File: config.mk
export PLATFORM = sky130hd
export DESIGN_NAME = aam_capture
export DESIGN_NICKNAME = d
export VERILOG_FILES = /design/src/rtl/aam_pkg.sv /design/src/rtl/aam_capture.sv
export VERILOG_INCLUDE_DIRS = /design/src /design/src/rtl
export SDC_FILE = /design/constraint.sdc
export NUM_CORES = 1
export LEC_CHECK = 0
export BUFFER_PORTS_ARGS = -buffer_cell sky130_fd_sc_hd__buf_2
export CORE_ASPECT_RATIO = 1.75
export CORE_MARGIN = 2
export CORE_UTILIZATION = 56
export DETAILED_ROUTE_END_ITERATION = 6
export PLACE_DENSITY = 0.84
export SYNTH_ARGS = -nofsm -noshare
export SYNTH_HDL_FRONTEND = slang
export SYNTH_SLANG_ARGS = --single-unit
File: constraint.sdc
create_clock -name clock -period 4 [get_ports clock]
set_clock_uncertainty 0.15 [all_clocks]
set_input_delay 0.8 -clock clock [delete_from_list [all_inputs] [get_ports clock]]
set_output_delay 0.8 -clock clock [all_outputs]
set_load 0.02 [all_outputs]
File: src/rtl/aam_defines.svh
`ifndef AAM_DEFINES_SVH
`define AAM_DEFINES_SVH
// address widths
`define AAM_UPPER_W 10
`define AAM_LOWER_W 16
// read configuration register field positions
`define AAM_RCR_ASYNC_BIT 15
`define AAM_RCR_ENABLE_BIT 4
// read configuration reset value: asynchronous, augmented mode off
`define AAM_RCR_RESET 16'h8000
// read access from address-valid rising edge, in ns
`define AAM_ACCESS_NS 106
`define AAM_CLK_NS 5
`define AAM_ACCESS_CYC ((`AAM_ACCESS_NS) / (`AAM_CLK_NS))
// synchronous latency count default
`define AAM_LATENCY_CYC 4
`define AAM_CNT_W 8
`endif

File: src/rtl/aam_pkg.sv
package aam_pkg;
`include "aam_defines.svh"
   typedef enum logic [3:0]
   {
      AAM_IDLE = 4'h1,
      AAM_SENSE = 4'h2,
      AAM_READY = 4'h4,
      AAM_WRITE = 4'h8
   } aam_phase_t;
   // host-side pins after synchronisation
   typedef struct packed
   {
      logic chip_en_n;
      logic output_en_n;
      logic write_en_n;
      logic address_valid_n;
      logic link_clk;
      logic [15:0] data;
   } aam_pins_t;
   // array request toward the core
   typedef struct packed
   {
      logic sense_start;
      logic write_strobe;
      logic [`AAM_UPPER_W+`AAM_LOWER_W-1:0] addr;
      logic [15:0] wdata;
   } aam_req_t;
   typedef struct packed
   {
      aam_phase_t phase;
      logic [15:0] read_configuration_register;
      logic [`AAM_UPPER_W-1:0] upper;
      logic [`AAM_LOWER_W-1:0] lower;
      logic [`AAM_CNT_W-1:0] cnt;
      logic restarted;
      logic adv_prev;
      logic lclk_prev;
      logic we_prev;
      aam_req_t req;
      logic [15:0] dq_out;
      logic dq_oe;
      logic wait_out;
      logic wait_oe;
      logic [1:0] sync_a_0;
      logic [1:0] sync_a_1;
   } aam_state_t;
endpackage

File: src/rtl/aam_capture.sv
`timescale 1ns/1ps
// Contract
// - augmented mode exists only on mux parts; enabled by config bit set to 1.
// - reset returns device to plain multiplexed mode, augmented mode off.
// - entering augmented mode loads the upper-address latch with zeros.
// - both address halves come from the shared 16-bit bus.
// - output-enable low latches upper half, high latches lower half.
// - single lower phase combines with the most recent upper address.
// - every read starts sensing when the lower address is latched, except a second restart during a pending sense.
// - in augmented mode, wait indicator driven exactly while the data bus is driven.
// - async mode wait shows valid; sync mode valid after latency lapses.
// - two pulses: first edge upper with oe low, second lower with oe high.
// - only one restart before pending sense; the next read must complete.
// - async read access time counted from address-valid rising edge.
// - synchronous cycles latch phases on rising link clock edges.
// - synchronous writes complete on write-enable rising edge only.
module aam_capture
   import aam_pkg::*;
(
   input wire logic clock,
   input wire logic sys_rst,
   input wire logic mux_configured,
   input wire logic chip_en_n,
   input wire logic output_en_n,
   input wire logic write_en_n,
   input wire logic address_valid_n,
   input wire logic link_clk,
   input wire logic [15:0] dq_in,
   input wire logic cfg_write,
   input wire logic [15:0] cfg_data,
   input wire logic [15:0] array_rdata,
   output logic [15:0] dq_out,
   output logic dq_oe,
   output logic wait_out,
   output logic wait_oe,
   output logic sense_start,
   output logic write_strobe,
   output logic [`AAM_UPPER_W+`AAM_LOWER_W-1:0] array_addr,
   output logic [15:0] array_wdata,
   output logic aug_mode,
   output logic restart_refused
);
   localparam logic [`AAM_CNT_W-1:0] ACCESS_CYC = `AAM_CNT_W'(`AAM_ACCESS_CYC);
   localparam logic [`AAM_CNT_W-1:0] LATENCY_CYC = `AAM_CNT_W'(`AAM_LATENCY_CYC);

   aam_state_t s_reg;
   aam_state_t s_next;
   aam_pins_t p_reg;
   aam_pins_t p_meta;
   logic refused_reg;
   logic refused_next;

   // two-flop synchroniser on all host pins; first stage feeds only the second
   always_ff @(posedge clock)
   begin
      if (sys_rst)
      begin
         p_meta <= '{chip_en_n: 1'b1, output_en_n: 1'b1, write_en_n: 1'b1,
                     address_valid_n: 1'b1, link_clk: 1'b0, data: 16'h0000};
         p_reg <= '{chip_en_n: 1'b1, output_en_n: 1'b1, write_en_n: 1'b1,
                    address_valid_n: 1'b1, link_clk: 1'b0, data: 16'h0000};
      end
      else
      begin
         p_meta <= '{chip_en_n: chip_en_n, output_en_n: output_en_n,
                     write_en_n: write_en_n, address_valid_n: address_valid_n,
                     link_clk: link_clk, data: dq_in};
         p_reg <= p_meta;
      end
   end

   function automatic logic rise(input logic prev, input logic now);
      rise = !prev && now;
   endfunction

   // next-state logic for the whole capture front end
   always_comb
   begin
      logic async_mode;
      logic aug;
      logic adv_rise;
      logic clk_rise;
      logic latch_ev;
      logic lower_ev;
      logic oe_active;
      async_mode = 1'b0;
      aug = 1'b0;
      adv_rise = 1'b0;
      clk_rise = 1'b0;
      latch_ev = 1'b0;
      lower_ev = 1'b0;
      oe_active = 1'b0;
      s_next = s_reg;
      refused_next = 1'b0;
      s_next.req.sense_start = 1'b0;
      s_next.req.write_strobe = 1'b0;
      s_next.adv_prev = p_reg.address_valid_n;
      s_next.lclk_prev = p_reg.link_clk;
      s_next.we_prev = p_reg.write_en_n;
      s_next.sync_a_0 = 2'h0;
      s_next.sync_a_1 = 2'h0;
      async_mode = s_reg.read_configuration_register[`AAM_RCR_ASYNC_BIT];
      aug = s_reg.read_configuration_register[`AAM_RCR_ENABLE_BIT];
      if (cfg_write)
      begin
         s_next.read_configuration_register = cfg_data;
         s_next.read_configuration_register[`AAM_RCR_ENABLE_BIT] = cfg_data[`AAM_RCR_ENABLE_BIT] && mux_configured;
         if (!aug && s_next.read_configuration_register[`AAM_RCR_ENABLE_BIT])
         begin
            s_next.upper = '0;
         end
      end
      adv_rise = rise(s_reg.adv_prev, p_reg.address_valid_n);
      clk_rise = rise(s_reg.lclk_prev, p_reg.link_clk);
      // sync latches on clock edge; async on address-valid rise
      if (async_mode)
      begin
         latch_ev = adv_rise;
      end
      else
      begin
         latch_ev = clk_rise && !p_reg.address_valid_n;
      end
      latch_ev = latch_ev && !p_reg.chip_en_n && aug;
      if (latch_ev && p_reg.output_en_n)
      begin
         lower_ev = 1'b1;
         s_next.lower = p_reg.data;
      end
      else if (latch_ev)
      begin
         // upper only changes here, on entry to augmented mode, or at reset
         s_next.upper = p_reg.data[`AAM_UPPER_W-1:0];
      end
      // plain multiplexed mode: one address-valid edge latches the lower half
      if (!aug && adv_rise && !p_reg.chip_en_n)
      begin
         lower_ev = 1'b1;
         s_next.lower = p_reg.data;
      end
      s_next.req.addr = {s_next.upper, s_next.lower};
      case (s_reg.phase)
         AAM_IDLE:
         begin
            s_next.restarted = 1'b0;
         end
         AAM_SENSE:
         begin
            if (s_reg.cnt != '0)
            begin
               s_next.cnt = s_reg.cnt - `AAM_CNT_W'(1);
            end
            else
            begin
               s_next.phase = AAM_READY;
               s_next.restarted = 1'b0;
            end
         end
         AAM_READY:
         begin
            if (p_reg.chip_en_n)
            begin
               s_next.phase = AAM_IDLE;
            end
         end
         AAM_WRITE:
         begin
            if (rise(s_reg.we_prev, p_reg.write_en_n))
            begin
               s_next.req.write_strobe = 1'b1;
               s_next.req.wdata = p_reg.data;
               s_next.phase = AAM_IDLE;
            end
         end
         default:
         begin
            s_next.phase = AAM_IDLE;
         end
      endcase
      // sense starts at lower capture, one restart allowed
      if (lower_ev)
      begin
         if (!p_reg.write_en_n)
         begin
            s_next.phase = AAM_WRITE;
         end
         else if (s_reg.phase == AAM_SENSE && s_reg.restarted)
         begin
            refused_next = 1'b1;
         end
         else
         begin
            s_next.restarted = (s_reg.phase == AAM_SENSE);
            s_next.req.sense_start = 1'b1;
            s_next.phase = AAM_SENSE;
            // access from latch edge, sync uses latency count
            s_next.cnt = async_mode ? ACCESS_CYC : LATENCY_CYC;
         end
      end
      else if (s_reg.phase == AAM_IDLE && !p_reg.write_en_n && !p_reg.chip_en_n)
      begin
         s_next.phase = AAM_WRITE;
      end
      oe_active = !p_reg.chip_en_n && !p_reg.output_en_n && p_reg.write_en_n;
      s_next.dq_oe = oe_active;
      s_next.dq_out = array_rdata;
      // wait follows data enable in augmented mode
      s_next.wait_oe = oe_active && aug;
      s_next.wait_out = async_mode || (s_next.phase == AAM_READY);
   end

   // single state register; reset to plain mux mode
   always_ff @(posedge clock)
   begin
      if (sys_rst)
      begin
         s_reg <= '0;
         s_reg.phase <= AAM_IDLE;
         s_reg.read_configuration_register <= `AAM_RCR_RESET;
         s_reg.adv_prev <= 1'b1;
         s_reg.we_prev <= 1'b1;
         refused_reg <= 1'b0;
      end
      else
      begin
         s_reg <= s_next;
         refused_reg <= refused_next;
      end
   end

   // outputs straight from flops
   assign dq_out = s_reg.dq_out;
   assign dq_oe = s_reg.dq_oe;
   assign wait_out = s_reg.wait_out;
   assign wait_oe = s_reg.wait_oe;
   assign sense_start = s_reg.req.sense_start;
   assign write_strobe = s_reg.req.write_strobe;
   assign array_addr = s_reg.req.addr;
   assign array_wdata = s_reg.req.wdata;
   assign aug_mode = s_reg.read_configuration_register[`AAM_RCR_ENABLE_BIT];
   assign restart_refused = refused_reg;
endmodule // aam_capture

==> results.yml <==
critical_path:
  end_kind: "flip-flop"
  critPathMaxStageDelay_ns: 0.66
  crit_arrival_ns: 2.50
  path_class: "flip-flop to flip-flop"
  worst-path-max-fanout: 21
  start_kind: "flip-flop"
  r2r_cells: 4
  cpMaxStageDelayCell: "o32a_2"
  crit_chain: "a21boi_0 > o32a_2 > mux2_2 > o31ai_1"
  required_ns: 4.17
cts:
  clock_latency_ns: 0.40
  cts_sinks: 124
  cts_root_buf: "clkbuf_16"
  hold_buffers: 0
  cts_buffer_depth: 2
  cts_tree: "done"
  clk_pin_slew_ns: 0.05
  cts-buffers-inserted: 17
  ctsResizeCount: 0
  htree_levels: 4
  post_cts_buffers: 0
drt:
  drt_iter0_markers: 167
  vias: 3122
  vias_per_cell: 5.09
  routed_wl_mm: 8.20
  drc: 0
  wl_per_cell_um: 13.4
  final_antenna_net_count: 0
  first_pass_iters: 4
flow_run:
  cap_viol_max_count: 0
synth:
  yosysTopAreaCellShare: 0.532
  ys_types: 50
  synth_cells: 459
  synth-edff-count: 0
  avgSynthCellArea_sq_um: 10.2
  async_reset_ff_frac: 0
  synth_seq_area_share: 0.532
  yosys_warnings: 0
  synth_area_leader_cell: "dfxtp_1"
  syn_area_sq_um: 4660
  synthFlopType: "dfxtp_1"
  synth_area_leaders: "dfxtp_1 (53%), buf_4 (9.3%), mux2i_1 (7.3%), nor2b_1 (7.0%), nor2_1 (3.2%)"
  syn-num-nets: 518
  yosysMostFrequentCell: "dfxtp_1"
  yosys_register_bits: 124
  synthTopCellsByCount: "dfxtp_1 (124), buf_4 (58), nor2b_1 (52), nor2_1 (40), mux2i_1 (34)"
power:
  finalPower_mw: 2.97
  power_density_nw_per_um2: 546
  leakagePower_nw: 2.60
  ir_worst_vdd_uv: 370
place:
  place_ws_ns: 1.58
  portBuffers: 107
  finalWeightedCongestion: 0.906
  place_inst: 581
  place_hpwl_mm: 5.47
final_layout:
  synthToLayoutAreaGrowth_pct: 16.7
  largest_reg_flops: 42
  finalNonFillerCells: 613
  drive_gt1_frac: 0.305
  finalNetCount: 567
  n_antenna_cell: 0
timing:
  rsz0062_at_grt: "false"
  setup_ws_ns: 1.66
  hold_viol_final: 0
  tns_ns: 0
  worst_pin_slew_ns: 0.797
  fin_crit_sh: 0.585
  maxSlewViolCount: 0
  slew_headroom: 0.468
  setup_viol: 0
  period_minus_slack_ns: 2.34
  max_freq_ghz: 0.428
hold_path:
  hold_depth: 1
  hold_path.class: "flip-flop to flip-flop"
global_routing:
  grt.overflow.total: 0
  track_usage: 0.188
  grt_pass1_vias: 2989
  grt_max_degree: 88
  antenna_found_initial: 0
  grt_pass1_wl_mm: 13.3
floorplanning:
  dieWidth_um: 73.0
  dieArea_sq_um: 9100
  start_util: 0.568
  core_sq_um: 8200
  rows: 44
  fp.dieH_um: 125
  ios: 122
run_status:
  status: "finished clean"
routing by layer:
metal | share of wire | up-vias | wire length (um) | global-route usage
met5 | 0 | - | 0 | 0
met4 | 0.016 | 0 | 133 | 0.0904
met3 | 0.062 | 14 | 507 | 0.0801
met2 | 0.52 | 110 | 4300 | 0.311
met1 | 0.40 | 1427 | 3260 | 0.201
li1 | - | 1571 | - | -
layout by cell type (no fill, tap or decap), types with 3 or more instances in the layout:
| master | synthesis | final |
|---|---|---|
| dfxtp_1 | 124 | 124 |
| nor3_1 | 3 | 3 |
| nor2_1 | 40 | 40 |
| nand2_1 | 18 | 18 |
| nor2b_1 | 52 | 52 |
| buf_2 | 7 | 106 |
| bufinv_16 | 0 | 4 |
| inv_1 | 8 | 8 |
| xnor2_1 | 4 | 4 |
| mux2i_1 | 34 | 34 |
| clkinvlp_4 | 0 | 7 |
| clkbuf_16 | 0 | 17 |
| nand3_1 | 14 | 14 |
| nor4_1 | 10 | 10 |
| and3_1 | 3 | 3 |
| a21oi_1 | 16 | 16 |
| or2_2 | 10 | 10 |
| buf_4 | 58 | 3 |
cells by family after synthesis:
family | after synthesis | share of synthesized area
mux | 35 | 0.0754
simple gates | 168 | 0.200
buf+inv | 87 | 0.119
fa+ha+maj | 2 | 0.00537
flops | 124 | 0.532
compound gates | 37 | 0.0569
xor+xnor | 6 | 0.0113
worst paths after layout:
path                             endpoint  slack [ns]        from
worst max-delay path             wait_out        1.66    aug_mode
worst min-delay path            p_reg[18]        0.25  p_meta[18]
worst max register to register   wait_out        1.66    aug_mode
worst min register to register  p_reg[18]        0.25  p_meta[18]
area by class of cell:
class | instances | area, sq um
fill | 658 | 2760
sequential | 124 | 2480
multi-input combinational | 248 | 1630
timing repair buffer | 109 | 553
clock buffer | 18 | 439
clock inverter | 14 | 195
tap | 92 | 115
inverter | 8 | 30.0
per-stage QoR:
| step | util | hold WS (ns) | cell area, sq um |
|---|---|---|---|
| finish | 0.664 | 0.254 | 5440 |
| global route | 0.664 | 0.268 | 5440 |
| CTS | 0.664 | 0.256 | 5440 |
| detailed placement | 0.586 | 0.244 | 4810 |
| global placement | 0.586 | 0.241 | 4810 |
| floorplan | - | 0.239 | 4660 |
report_power, final:
part	switching [mW]	internal [mW]	leakage, nW	total (mW)
sequential	0.0145	1.27	1.01	1.28
clock	0.539	1.06	0.286	1.60
combinational	0.0514	0.0434	1.30	0.0948
total	0.605	2.37	2.60	2.97
critical path: cells and delay by family (launching register included):
kind	cells	cell delay, ns
multiplexers	1	0.42
AO/OA/AOI/OAI	3	1.22
flip-flops	1	0.45
(Power assumes the default switching activity.)
